$ cat config.mk
export PLATFORM = sky130hd
export DESIGN_NAME = dmac_top
export DESIGN_NICKNAME = d
export VERILOG_FILES = /design/src/rtl/dmac_pkg.sv /design/src/rtl/dmac_top.sv
export SDC_FILE = /design/constraint.sdc
export NUM_CORES = 1
export LEC_CHECK = 0
export BUFFER_PORTS_ARGS = -buffer_cell sky130_fd_sc_hd__buf_2
export CAP_MARGIN = 20
export CELL_PAD_IN_SITES_DETAIL_PLACEMENT = 0
export CELL_PAD_IN_SITES_GLOBAL_PLACEMENT = 1
export CORE_AREA = 2 2 198 200
export DETAILED_ROUTE_END_ITERATION = 8
export DIE_AREA = 0 0 200 202
export PLACE_DENSITY = 0.89
export SYNTH_ARGS = -nofsm -noshare
export SYNTH_HDL_FRONTEND = slang
export SYNTH_SLANG_ARGS = --single-unit
$ cat constraint.sdc
create_clock -name ref_clk -period 9.55 [get_ports ref_clk]
set_input_delay 1.4325 -clock ref_clk [delete_from_list [all_inputs] [get_ports ref_clk]]
set_output_delay 1.4325 -clock ref_clk [all_outputs]
set_load 0.01 [all_outputs]
$ cat src/rtl/dmac_pkg.sv
// constants, fields and types shared by the dma control block
// assumes a 32-bit apb register bus and a single 10 MHz clock
//
// What this block does
// - control bits 0,1,2,10,11 select 8,16,32,64,128-bit transfers, read/write.
// - control bit 3 gates transfers; they run only with non-zero length.
// - one interrupt output, high while completion flag and control bit 4 are set.
// - control bit 5 lets a read-side end-of-packet end the transaction.
// - control bit 6 lets a write-side end-of-packet end the transaction.
// - control bit 7 makes zero length end the transaction; otherwise zero length returns to idle without setting the completion flag.
// - control bit 8 holds the read address; cleared, it advances per transfer.
// - control bit 9 holds the write address; cleared, it advances per transfer.
// - two writes of 1 to control bit 12 reset everything like system reset.
// - a status register write clears the completion flag and interrupt, unless a transaction end sets it in that cycle.
// - count, read-end and write-end flags stay readable after completion.
// - control register reads back at any time without side effects.
// - status bit 0 sets on an enabled packet end or, with control bit 7 set, a finished length.
// - length drops per written value, never below zero; bit 4 flags zero.
// - status bits 2 and 3 tell a read-side or write-side packet end.
// - status bit 1 reads 1 while a transaction is in progress.

package dmac_pkg;

   // ----------------------------------------
   // register indices and byte addresses
   // ----------------------------------------
   localparam int IDX_STATUS = 0;
   localparam int IDX_RADDR = 1;
   localparam int IDX_WADDR = 2;
   localparam int IDX_LENGTH = 3;
   localparam int IDX_CONTROL = 6;
   localparam logic [11:0] ADDR_STATUS = 12'(IDX_STATUS * 4);
   localparam logic [11:0] ADDR_RADDR = 12'(IDX_RADDR * 4);
   localparam logic [11:0] ADDR_WADDR = 12'(IDX_WADDR * 4);
   localparam logic [11:0] ADDR_LENGTH = 12'(IDX_LENGTH * 4);
   localparam logic [11:0] ADDR_CONTROL = 12'(IDX_CONTROL * 4);

   // ----------------------------------------
   // control fields
   // ----------------------------------------
   localparam int CTL_BYTE = 0;
   localparam int CTL_HALF = 1;
   localparam int CTL_WORD = 2;
   localparam int CTL_GO = 3;
   localparam int CTL_IEN = 4;
   localparam int CTL_READ_PACKET_END_ENABLE = 5;
   localparam int CTL_WEEN = 6;
   localparam int CTL_COUNT_END_ENABLE = 7;
   localparam int CTL_RFIX = 8;
   localparam int CTL_WFIX = 9;
   localparam int CTL_DWORD = 10;
   localparam int CTL_QWORD = 11;
   localparam int CTL_SRST = 12;
   localparam logic [11:0] CTL_RESET = 12'h000;

   // ----------------------------------------
   // status fields
   // ----------------------------------------
   localparam int STS_DONE = 0;
   localparam int STS_BUSY = 1;
   localparam int STS_READ_PACKET_END_FLAG = 2;
   localparam int STS_WRITE_PACKET_END_FLAG = 3;
   localparam int STS_LEN = 4;

   typedef enum logic [2:0] {
      DMAC_IDLE = 3'b001,
      DMAC_READ = 3'b010,
      DMAC_WRITE = 3'b100
   } dmac_state_t;

   typedef struct packed {
      dmac_state_t state;
      logic [11:0] ctrl;
      logic armed;
      logic done;
      logic read_packet_end_flag;
      logic write_packet_end_flag;
      logic lenf;
      logic eop_pend;
      logic [31:0] raddr;
      logic [31:0] waddr;
      logic [31:0] len;
      logic [31:0] prdata;
      logic [127:0] data;
   } dmac_regs_t;

endpackage

$ cat src/rtl/dmac_top.sv
// dma control registers, transfer sequencer and interrupt
// assumes slaves answer rd_ack / wr_ack in this clock domain
//
// Added by the designer: the register offsets and the APB slave port.
`timescale 1ns/1ns

module dmac_top (
   input wire logic ref_clk,
   input wire logic rst_b,
   input wire logic psel,
   input wire logic penable,
   input wire logic pwrite,
   input wire logic [11:0] paddr,
   input wire logic [31:0] pwdata,
   output logic [31:0] prdata,
   output logic pready,
   output logic pslverr,
   output logic rd_req,
   output logic [31:0] rd_addr,
   input wire logic rd_ack,
   input wire logic [127:0] rd_data,
   input wire logic rd_eop,
   output logic wr_req,
   output logic [31:0] wr_addr,
   output logic [127:0] wr_data,
   input wire logic wr_ack,
   input wire logic wr_eop,
   output logic [4:0] width_sel,
   output logic irq
);

   localparam dmac_pkg::dmac_regs_t REGS_RESET = '{state: dmac_pkg::DMAC_IDLE,
                                                  ctrl: dmac_pkg::CTL_RESET,
                                                  default: '0};

   dmac_pkg::dmac_regs_t r;
   dmac_pkg::dmac_regs_t next_r;
   logic [31:0] step;
   logic [31:0] len_dec;
   logic apb_wr;
   logic apb_setup_rd;
   logic mapped;
   logic end_now;

   // ----------------------------------------
   // transfer size and decode
   // ----------------------------------------
   // one-hot assumed; mixed selects give a mix of sizes
   always_comb begin
      step = '0;
      if (r.ctrl[dmac_pkg::CTL_BYTE]) step = step | 32'h0000_0001;
      if (r.ctrl[dmac_pkg::CTL_HALF]) step = step | 32'h0000_0002;
      if (r.ctrl[dmac_pkg::CTL_WORD]) step = step | 32'h0000_0004;
      if (r.ctrl[dmac_pkg::CTL_DWORD]) step = step | 32'h0000_0008;
      if (r.ctrl[dmac_pkg::CTL_QWORD]) step = step | 32'h0000_0010;
   end

   // saturate so the count never wraps under zero
   assign len_dec = (r.len > step) ? r.len - step : 32'h0000_0000;
   assign apb_wr = psel & penable & pwrite;
   assign apb_setup_rd = psel & ~penable & ~pwrite;
   assign mapped = (paddr == dmac_pkg::ADDR_STATUS) || (paddr == dmac_pkg::ADDR_RADDR) ||
                   (paddr == dmac_pkg::ADDR_WADDR) || (paddr == dmac_pkg::ADDR_LENGTH) ||
                   (paddr == dmac_pkg::ADDR_CONTROL);

   // ----------------------------------------
   // next state
   // ----------------------------------------
   always_comb begin
      next_r = r;
      end_now = 1'b0;
      // read data latched in setup so prdata comes from a flop
      if (apb_setup_rd) begin
         next_r.prdata = '0;
         case (paddr)
            dmac_pkg::ADDR_STATUS: begin
               next_r.prdata[dmac_pkg::STS_DONE] = r.done;
               next_r.prdata[dmac_pkg::STS_BUSY] = r.state != dmac_pkg::DMAC_IDLE;
               next_r.prdata[dmac_pkg::STS_READ_PACKET_END_FLAG] = r.read_packet_end_flag;
               next_r.prdata[dmac_pkg::STS_WRITE_PACKET_END_FLAG] = r.write_packet_end_flag;
               next_r.prdata[dmac_pkg::STS_LEN] = r.lenf;
            end
            dmac_pkg::ADDR_RADDR: next_r.prdata = r.raddr;
            dmac_pkg::ADDR_WADDR: next_r.prdata = r.waddr;
            dmac_pkg::ADDR_LENGTH: next_r.prdata = r.len;
            dmac_pkg::ADDR_CONTROL: begin
               next_r.prdata[11:0] = r.ctrl;
               next_r.prdata[dmac_pkg::CTL_SRST] = r.armed;
            end
            default: next_r.prdata = '0;
         endcase
      end
      // software writes first, so a hardware set below wins over a clear
      if (apb_wr) begin
         case (paddr)
            dmac_pkg::ADDR_STATUS: begin
               next_r.done = 1'b0;
               next_r.read_packet_end_flag = 1'b0;
               next_r.write_packet_end_flag = 1'b0;
               next_r.lenf = 1'b0;
            end
            dmac_pkg::ADDR_RADDR: next_r.raddr = pwdata;
            dmac_pkg::ADDR_WADDR: next_r.waddr = pwdata;
            dmac_pkg::ADDR_LENGTH: next_r.len = pwdata;
            dmac_pkg::ADDR_CONTROL: begin
               next_r.ctrl = pwdata[11:0];
               next_r.armed = pwdata[dmac_pkg::CTL_SRST];
            end
            default: next_r.ctrl = next_r.ctrl;
         endcase
      end
      case (r.state)
         dmac_pkg::DMAC_IDLE: begin
            // a finished transaction waits for status clear before rerunning
            if (r.ctrl[dmac_pkg::CTL_GO] && r.len != 32'h0000_0000 && !r.done) begin
               next_r.state = dmac_pkg::DMAC_READ;
            end
         end
         dmac_pkg::DMAC_READ: begin
            if (rd_ack) begin
               next_r.data = rd_data;
               if (!r.ctrl[dmac_pkg::CTL_RFIX]) next_r.raddr = r.raddr + step;
               // the value read with the packet end is still written out
               if (r.ctrl[dmac_pkg::CTL_READ_PACKET_END_ENABLE] && rd_eop) next_r.eop_pend = 1'b1;
               next_r.state = dmac_pkg::DMAC_WRITE;
            end
         end
         dmac_pkg::DMAC_WRITE: begin
            if (wr_ack) begin
               if (!r.ctrl[dmac_pkg::CTL_WFIX]) next_r.waddr = r.waddr + step;
               next_r.len = len_dec;
               if (len_dec == 32'h0000_0000) next_r.lenf = 1'b1;
               if (r.ctrl[dmac_pkg::CTL_WEEN] && wr_eop) begin
                  next_r.write_packet_end_flag = 1'b1;
                  end_now = 1'b1;
               end else if (r.eop_pend) begin
                  next_r.read_packet_end_flag = 1'b1;
                  end_now = 1'b1;
               end else if (r.ctrl[dmac_pkg::CTL_COUNT_END_ENABLE] && len_dec == 32'h0000_0000) begin
                  end_now = 1'b1;
               end else if (!r.ctrl[dmac_pkg::CTL_GO] || len_dec == 32'h0000_0000) begin
                  next_r.state = dmac_pkg::DMAC_IDLE;
               end else begin
                  next_r.state = dmac_pkg::DMAC_READ;
               end
               if (end_now) begin
                  next_r.done = 1'b1;
                  next_r.eop_pend = 1'b0;
                  next_r.state = dmac_pkg::DMAC_IDLE;
               end
            end
         end
         default: next_r.state = dmac_pkg::DMAC_IDLE;
      endcase
      // second write of the reset bit wins over everything
      if (apb_wr && paddr == dmac_pkg::ADDR_CONTROL && pwdata[dmac_pkg::CTL_SRST] && r.armed) begin
         next_r = REGS_RESET;
      end
   end

   always_ff @(posedge ref_clk or negedge rst_b) begin
      if (!rst_b) begin
         r <= REGS_RESET;
      end else begin
         r <= next_r;
      end
   end

   // ----------------------------------------
   // outputs
   // ----------------------------------------
   assign prdata = r.prdata;
   assign pready = 1'b1;
   assign pslverr = psel & penable & ~mapped;
   assign rd_req = r.state == dmac_pkg::DMAC_READ;
   assign rd_addr = r.raddr;
   assign wr_req = r.state == dmac_pkg::DMAC_WRITE;
   assign wr_addr = r.waddr;
   assign wr_data = r.data;
   assign width_sel = {r.ctrl[dmac_pkg::CTL_QWORD], r.ctrl[dmac_pkg::CTL_DWORD],
                       r.ctrl[dmac_pkg::CTL_WORD], r.ctrl[dmac_pkg::CTL_HALF],
                       r.ctrl[dmac_pkg::CTL_BYTE]};
   assign irq = r.done & r.ctrl[dmac_pkg::CTL_IEN];
endmodule

==> flow_summary_export.csv <==
group,metric,value,unit
timing,fin_skew,0.0143,ns
routing,drc,0,
cts,clockRootBuffer,"clkbuf_16",
worst_setup_path,rr_worst_depth,10,
die,fp.dieH,202,um
yosys,ys.flop_type,"dfrtp_1",
worst_hold_path,holdPathEnd,"prdata[13]$_DFFE_PN0P_",
worst_setup_path,end_kind,"flip-flop",
routing,wl_per_cell,21.7,um
worst_hold_path,min_from,"prdata[13]$_DFFE_PN0P_",
timing,drv_slew,0,
cts,cts_setup_buffers,0,
routing,wl_met1,22000,um
yosys,synth_area,16300,um^2
global_route,antenna_found_initial,6,
cts,ctsHoldBuffers,0,
routing,drt_pre_antenna_iters,6,
yosys,synthCells,1898,
global_route,overflow,0,
die,start_util,0.425,
yosys,synth_top_family_by_area,"simple AND/OR/NAND/NOR gates",
yosys,synth_edf_count,0,
yosys,synth.area.mux_share,0.0255,
yosys,synthAdderAreaFrac,0.0152,
timing,rsz0062_at_grt,"no",
cts,cts_resized,0,
cts,h-tree-depth,1,
worst_setup_path,start_kind,"input port",
job,max_cap_violations,0,
cts,clk_latency,0.58,ns
power,power.density,261,nW/um^2
yosys,ys_types,80,
yosys,yosys.area_share.simple,0.198,
place,dp_cells,2503,
place,port_buffers,413,
yosys,syn_area_per_cell,8.57,um^2
yosys,synth_compound_area_frac,0.179,
routing,dr_wl_met2,25800,um
cells_and_area,area_growth,10.9,%
yosys,synth_xor_area_frac,0.0140,
worst_hold_path,hp-class,"flip-flop to flip-flop",
worst_setup_path,path_max_fanout,31,
routing,vias_per_cell,5.66,
cts,cts_buffers,31,
cells_and_area,fin_nets,2218,
routing,drt_iter0_markers,1300,
global_route,track_usage,0.265,
timing,tns,0,ns
cts,clock_tree.buffer_depth,3,
routing,routed_wl,55500,um
timing,timing.final.crit_share,0.498,
timing,setup_violations,0,
cts,path_clk_slew,0.06,ns
timing,tightest_slew,1.00,ns
place,globalplace.congestion,0.934,
routing,drtAntennaViolNets,0,
die,rows,72,
yosys,ys_ff_latch,277,
worst_setup_path,crit_arrival,5.21,ns
worst_setup_path,reg2reg_from,"width_sel[1]$_DFFE_PN0P_",
timing,period_needed,4.76,ns
cells_and_area,drive_gt1_frac,0.256,
worst_hold_path,holdPathStages,2,
global_route,grt_pass1_wl,82700,um
timing,maxSlewHeadroom,0.327,
timing,final_hold_viol_count,0,
place,dp_hpwl,40600,um
cts,tritoncts,"done",
routing,dr_wl_met3,5150,um
die,die_area,40400,um^2
outcome,outcome,"completed",
worst_setup_path,required,10.00,ns
global_route,grt_pass1_vias,13800,
cts,clock_sinks,277,
cells_and_area,stdcell_count,2561,
power,p_leak,8.63,nW
yosys,syn-num-nets,2097,
global_route,grt_max_degree,173,
cells_and_area,final_util,0.471,
cells_and_area,fill_cells,3747,
die,die_w,200,um
timing,max_freq,210,MHz
die,ios,415,
routing,maxUsedRoutingLayer,"met5",
worst_setup_path,r2r_slack,5.82,ns
yosys,ys_warn_count,0,
yosys,yosysSeqAreaShare,0.426,
power,peakVddDrop,121,uV
worst_setup_path,r2r_end,"r[257]$_DFF_PN0_",
routing,via_count,14500,
yosys,async_flop_share,1.00,
die,coreArea,38300,um^2
worst_setup_path,worstSetupPathType,"input port to flip-flop",
## synthesized netlist by cell type (16+ instances only)
| library cell | n | share of area |
|---|---|---|
| nor2_1 | 124 | 0.029 |
| inv_1 | 23 | 0.0053 |
| dfrtp_1 | 276 | 0.42 |
| o21ai_0 | 85 | 0.026 |
| mux2i_1 | 38 | 0.023 |
| nand2_1 | 378 | 0.087 |
| a311oi_1 | 16 | 0.0086 |
| a222oi_1 | 18 | 0.011 |
| nor3_1 | 43 | 0.013 |
| clkbuf_1 | 68 | 0.016 |
| nand3_1 | 25 | 0.0077 |
| a21oi_1 | 216 | 0.066 |
| buf_2 | 34 | 0.010 |
| a211oi_1 | 31 | 0.014 |
| buf_4 | 234 | 0.11 |
| and3_1 | 21 | 0.0081 |
## worst max-delay path by stage
| stage | start | to | slack, ns |
|---|---|---|---|
| floorplan | paddr[9] | pslverr | 5.43 |
| global placement | paddr[3] | rd_addr[14]$_DFF_PN0_ | 4.33 |
| detailed placement | paddr[3] | rd_addr[14]$_DFF_PN0_ | 4.24 |
| CTS | paddr[3] | rd_addr[14]$_DFF_PN0_ | 4.84 |
| global route | paddr[3] | prdata[5]$_DFFE_PN0P_ | 4.61 |
| finish | paddr[3] | prdata[5]$_DFFE_PN0P_ | 4.79 |
## area by class of cell
cell class / instances / area (um^2) / share of cell area
repair buffers: 432 / 2260 / 0.126
diodes: 2 / 5.00 / 0.000278
clock buffers: 44 / 905 / 0.0502
multi-input cells: 1254 / 7050 / 0.391
clock inverters: 11 / 138 / 0.00764
flip-flops and latches: 277 / 6930 / 0.385
inverters: 23 / 86.3 / 0.00479
well taps: 518 / 648 / 0.0360
## critical path, cell delays in order
cell      delay (ns)
buf_2           0.60
nor2b_1         0.24
nor4bb_2        0.24
buf_4           0.27
and2_1          0.55
nand3_1         0.73
buf_4           0.47
and2_0          0.15
buf_4           0.23
a22o_1          0.27
## where the power goes
part / total (mW) / internal, mW / switching (mW)
logic: 1.66 / 0.670 / 0.995
clock network: 1.23 / 0.735 / 0.496
registers: 1.81 / 1.51 / 0.299
## cells by family after synthesis
| family | count (synthesis) |
|---|---|
| flip-flops | 277 |
| multiplexers | 41 |
| AO/OA/AOI/OAI | 474 |
| other | 1 |
| AND/OR/NAND/NOR | 694 |
| adder cells (fa/ha/maj) | 18 |
| XOR/XNOR | 26 |
| buffers and inverters | 367 |
## sequential cells by signal, indices dropped and copies added, names as in the netlist
register / cells
wr_data: 128
rd_addr: 32
width_sel: 5
prdata: 32
wr_addr: 32
r: 48
## placed cells by master (no fill, tap or decap), types with 13 or more instances in the layout
cell type,instances
buf_2,412
nand2_1,377
dfrtp_1,276
a21oi_1,216
nor2_1,122
o21ai_0,85
nor3_1,43
mux2i_1,38
a211oi_1,31
clkbuf_16,31
nand3_1,25
inv_1,23
and3_1,20
a222oi_1,18
a311oi_1,16
buf_4,16
a21o_1,15
ha_1,15
and2_1,14
xor2_1,14
nand4_1,13
## metal layers
metal  up-vias  GRT usage
met4         8      0.121
met1      7018      0.341
met5         -          0
met2       706      0.426
li1       6625          -
met3       134     0.0589
## per-stage QoR
step                hold WS (ns)  setup slack [ns]  instance area, um^2  power, mW
floorplan                  0.451              5.43                16300       3.16
detailed placement         0.461              4.24                17000       3.48
finish                     0.471              4.79                18000       4.71
global placement           0.459              4.33                17000       3.43
global route               0.489              4.61                18000       4.98
CTS                        0.473              4.84                18000       4.72
(Power assumes the default switching activity.)
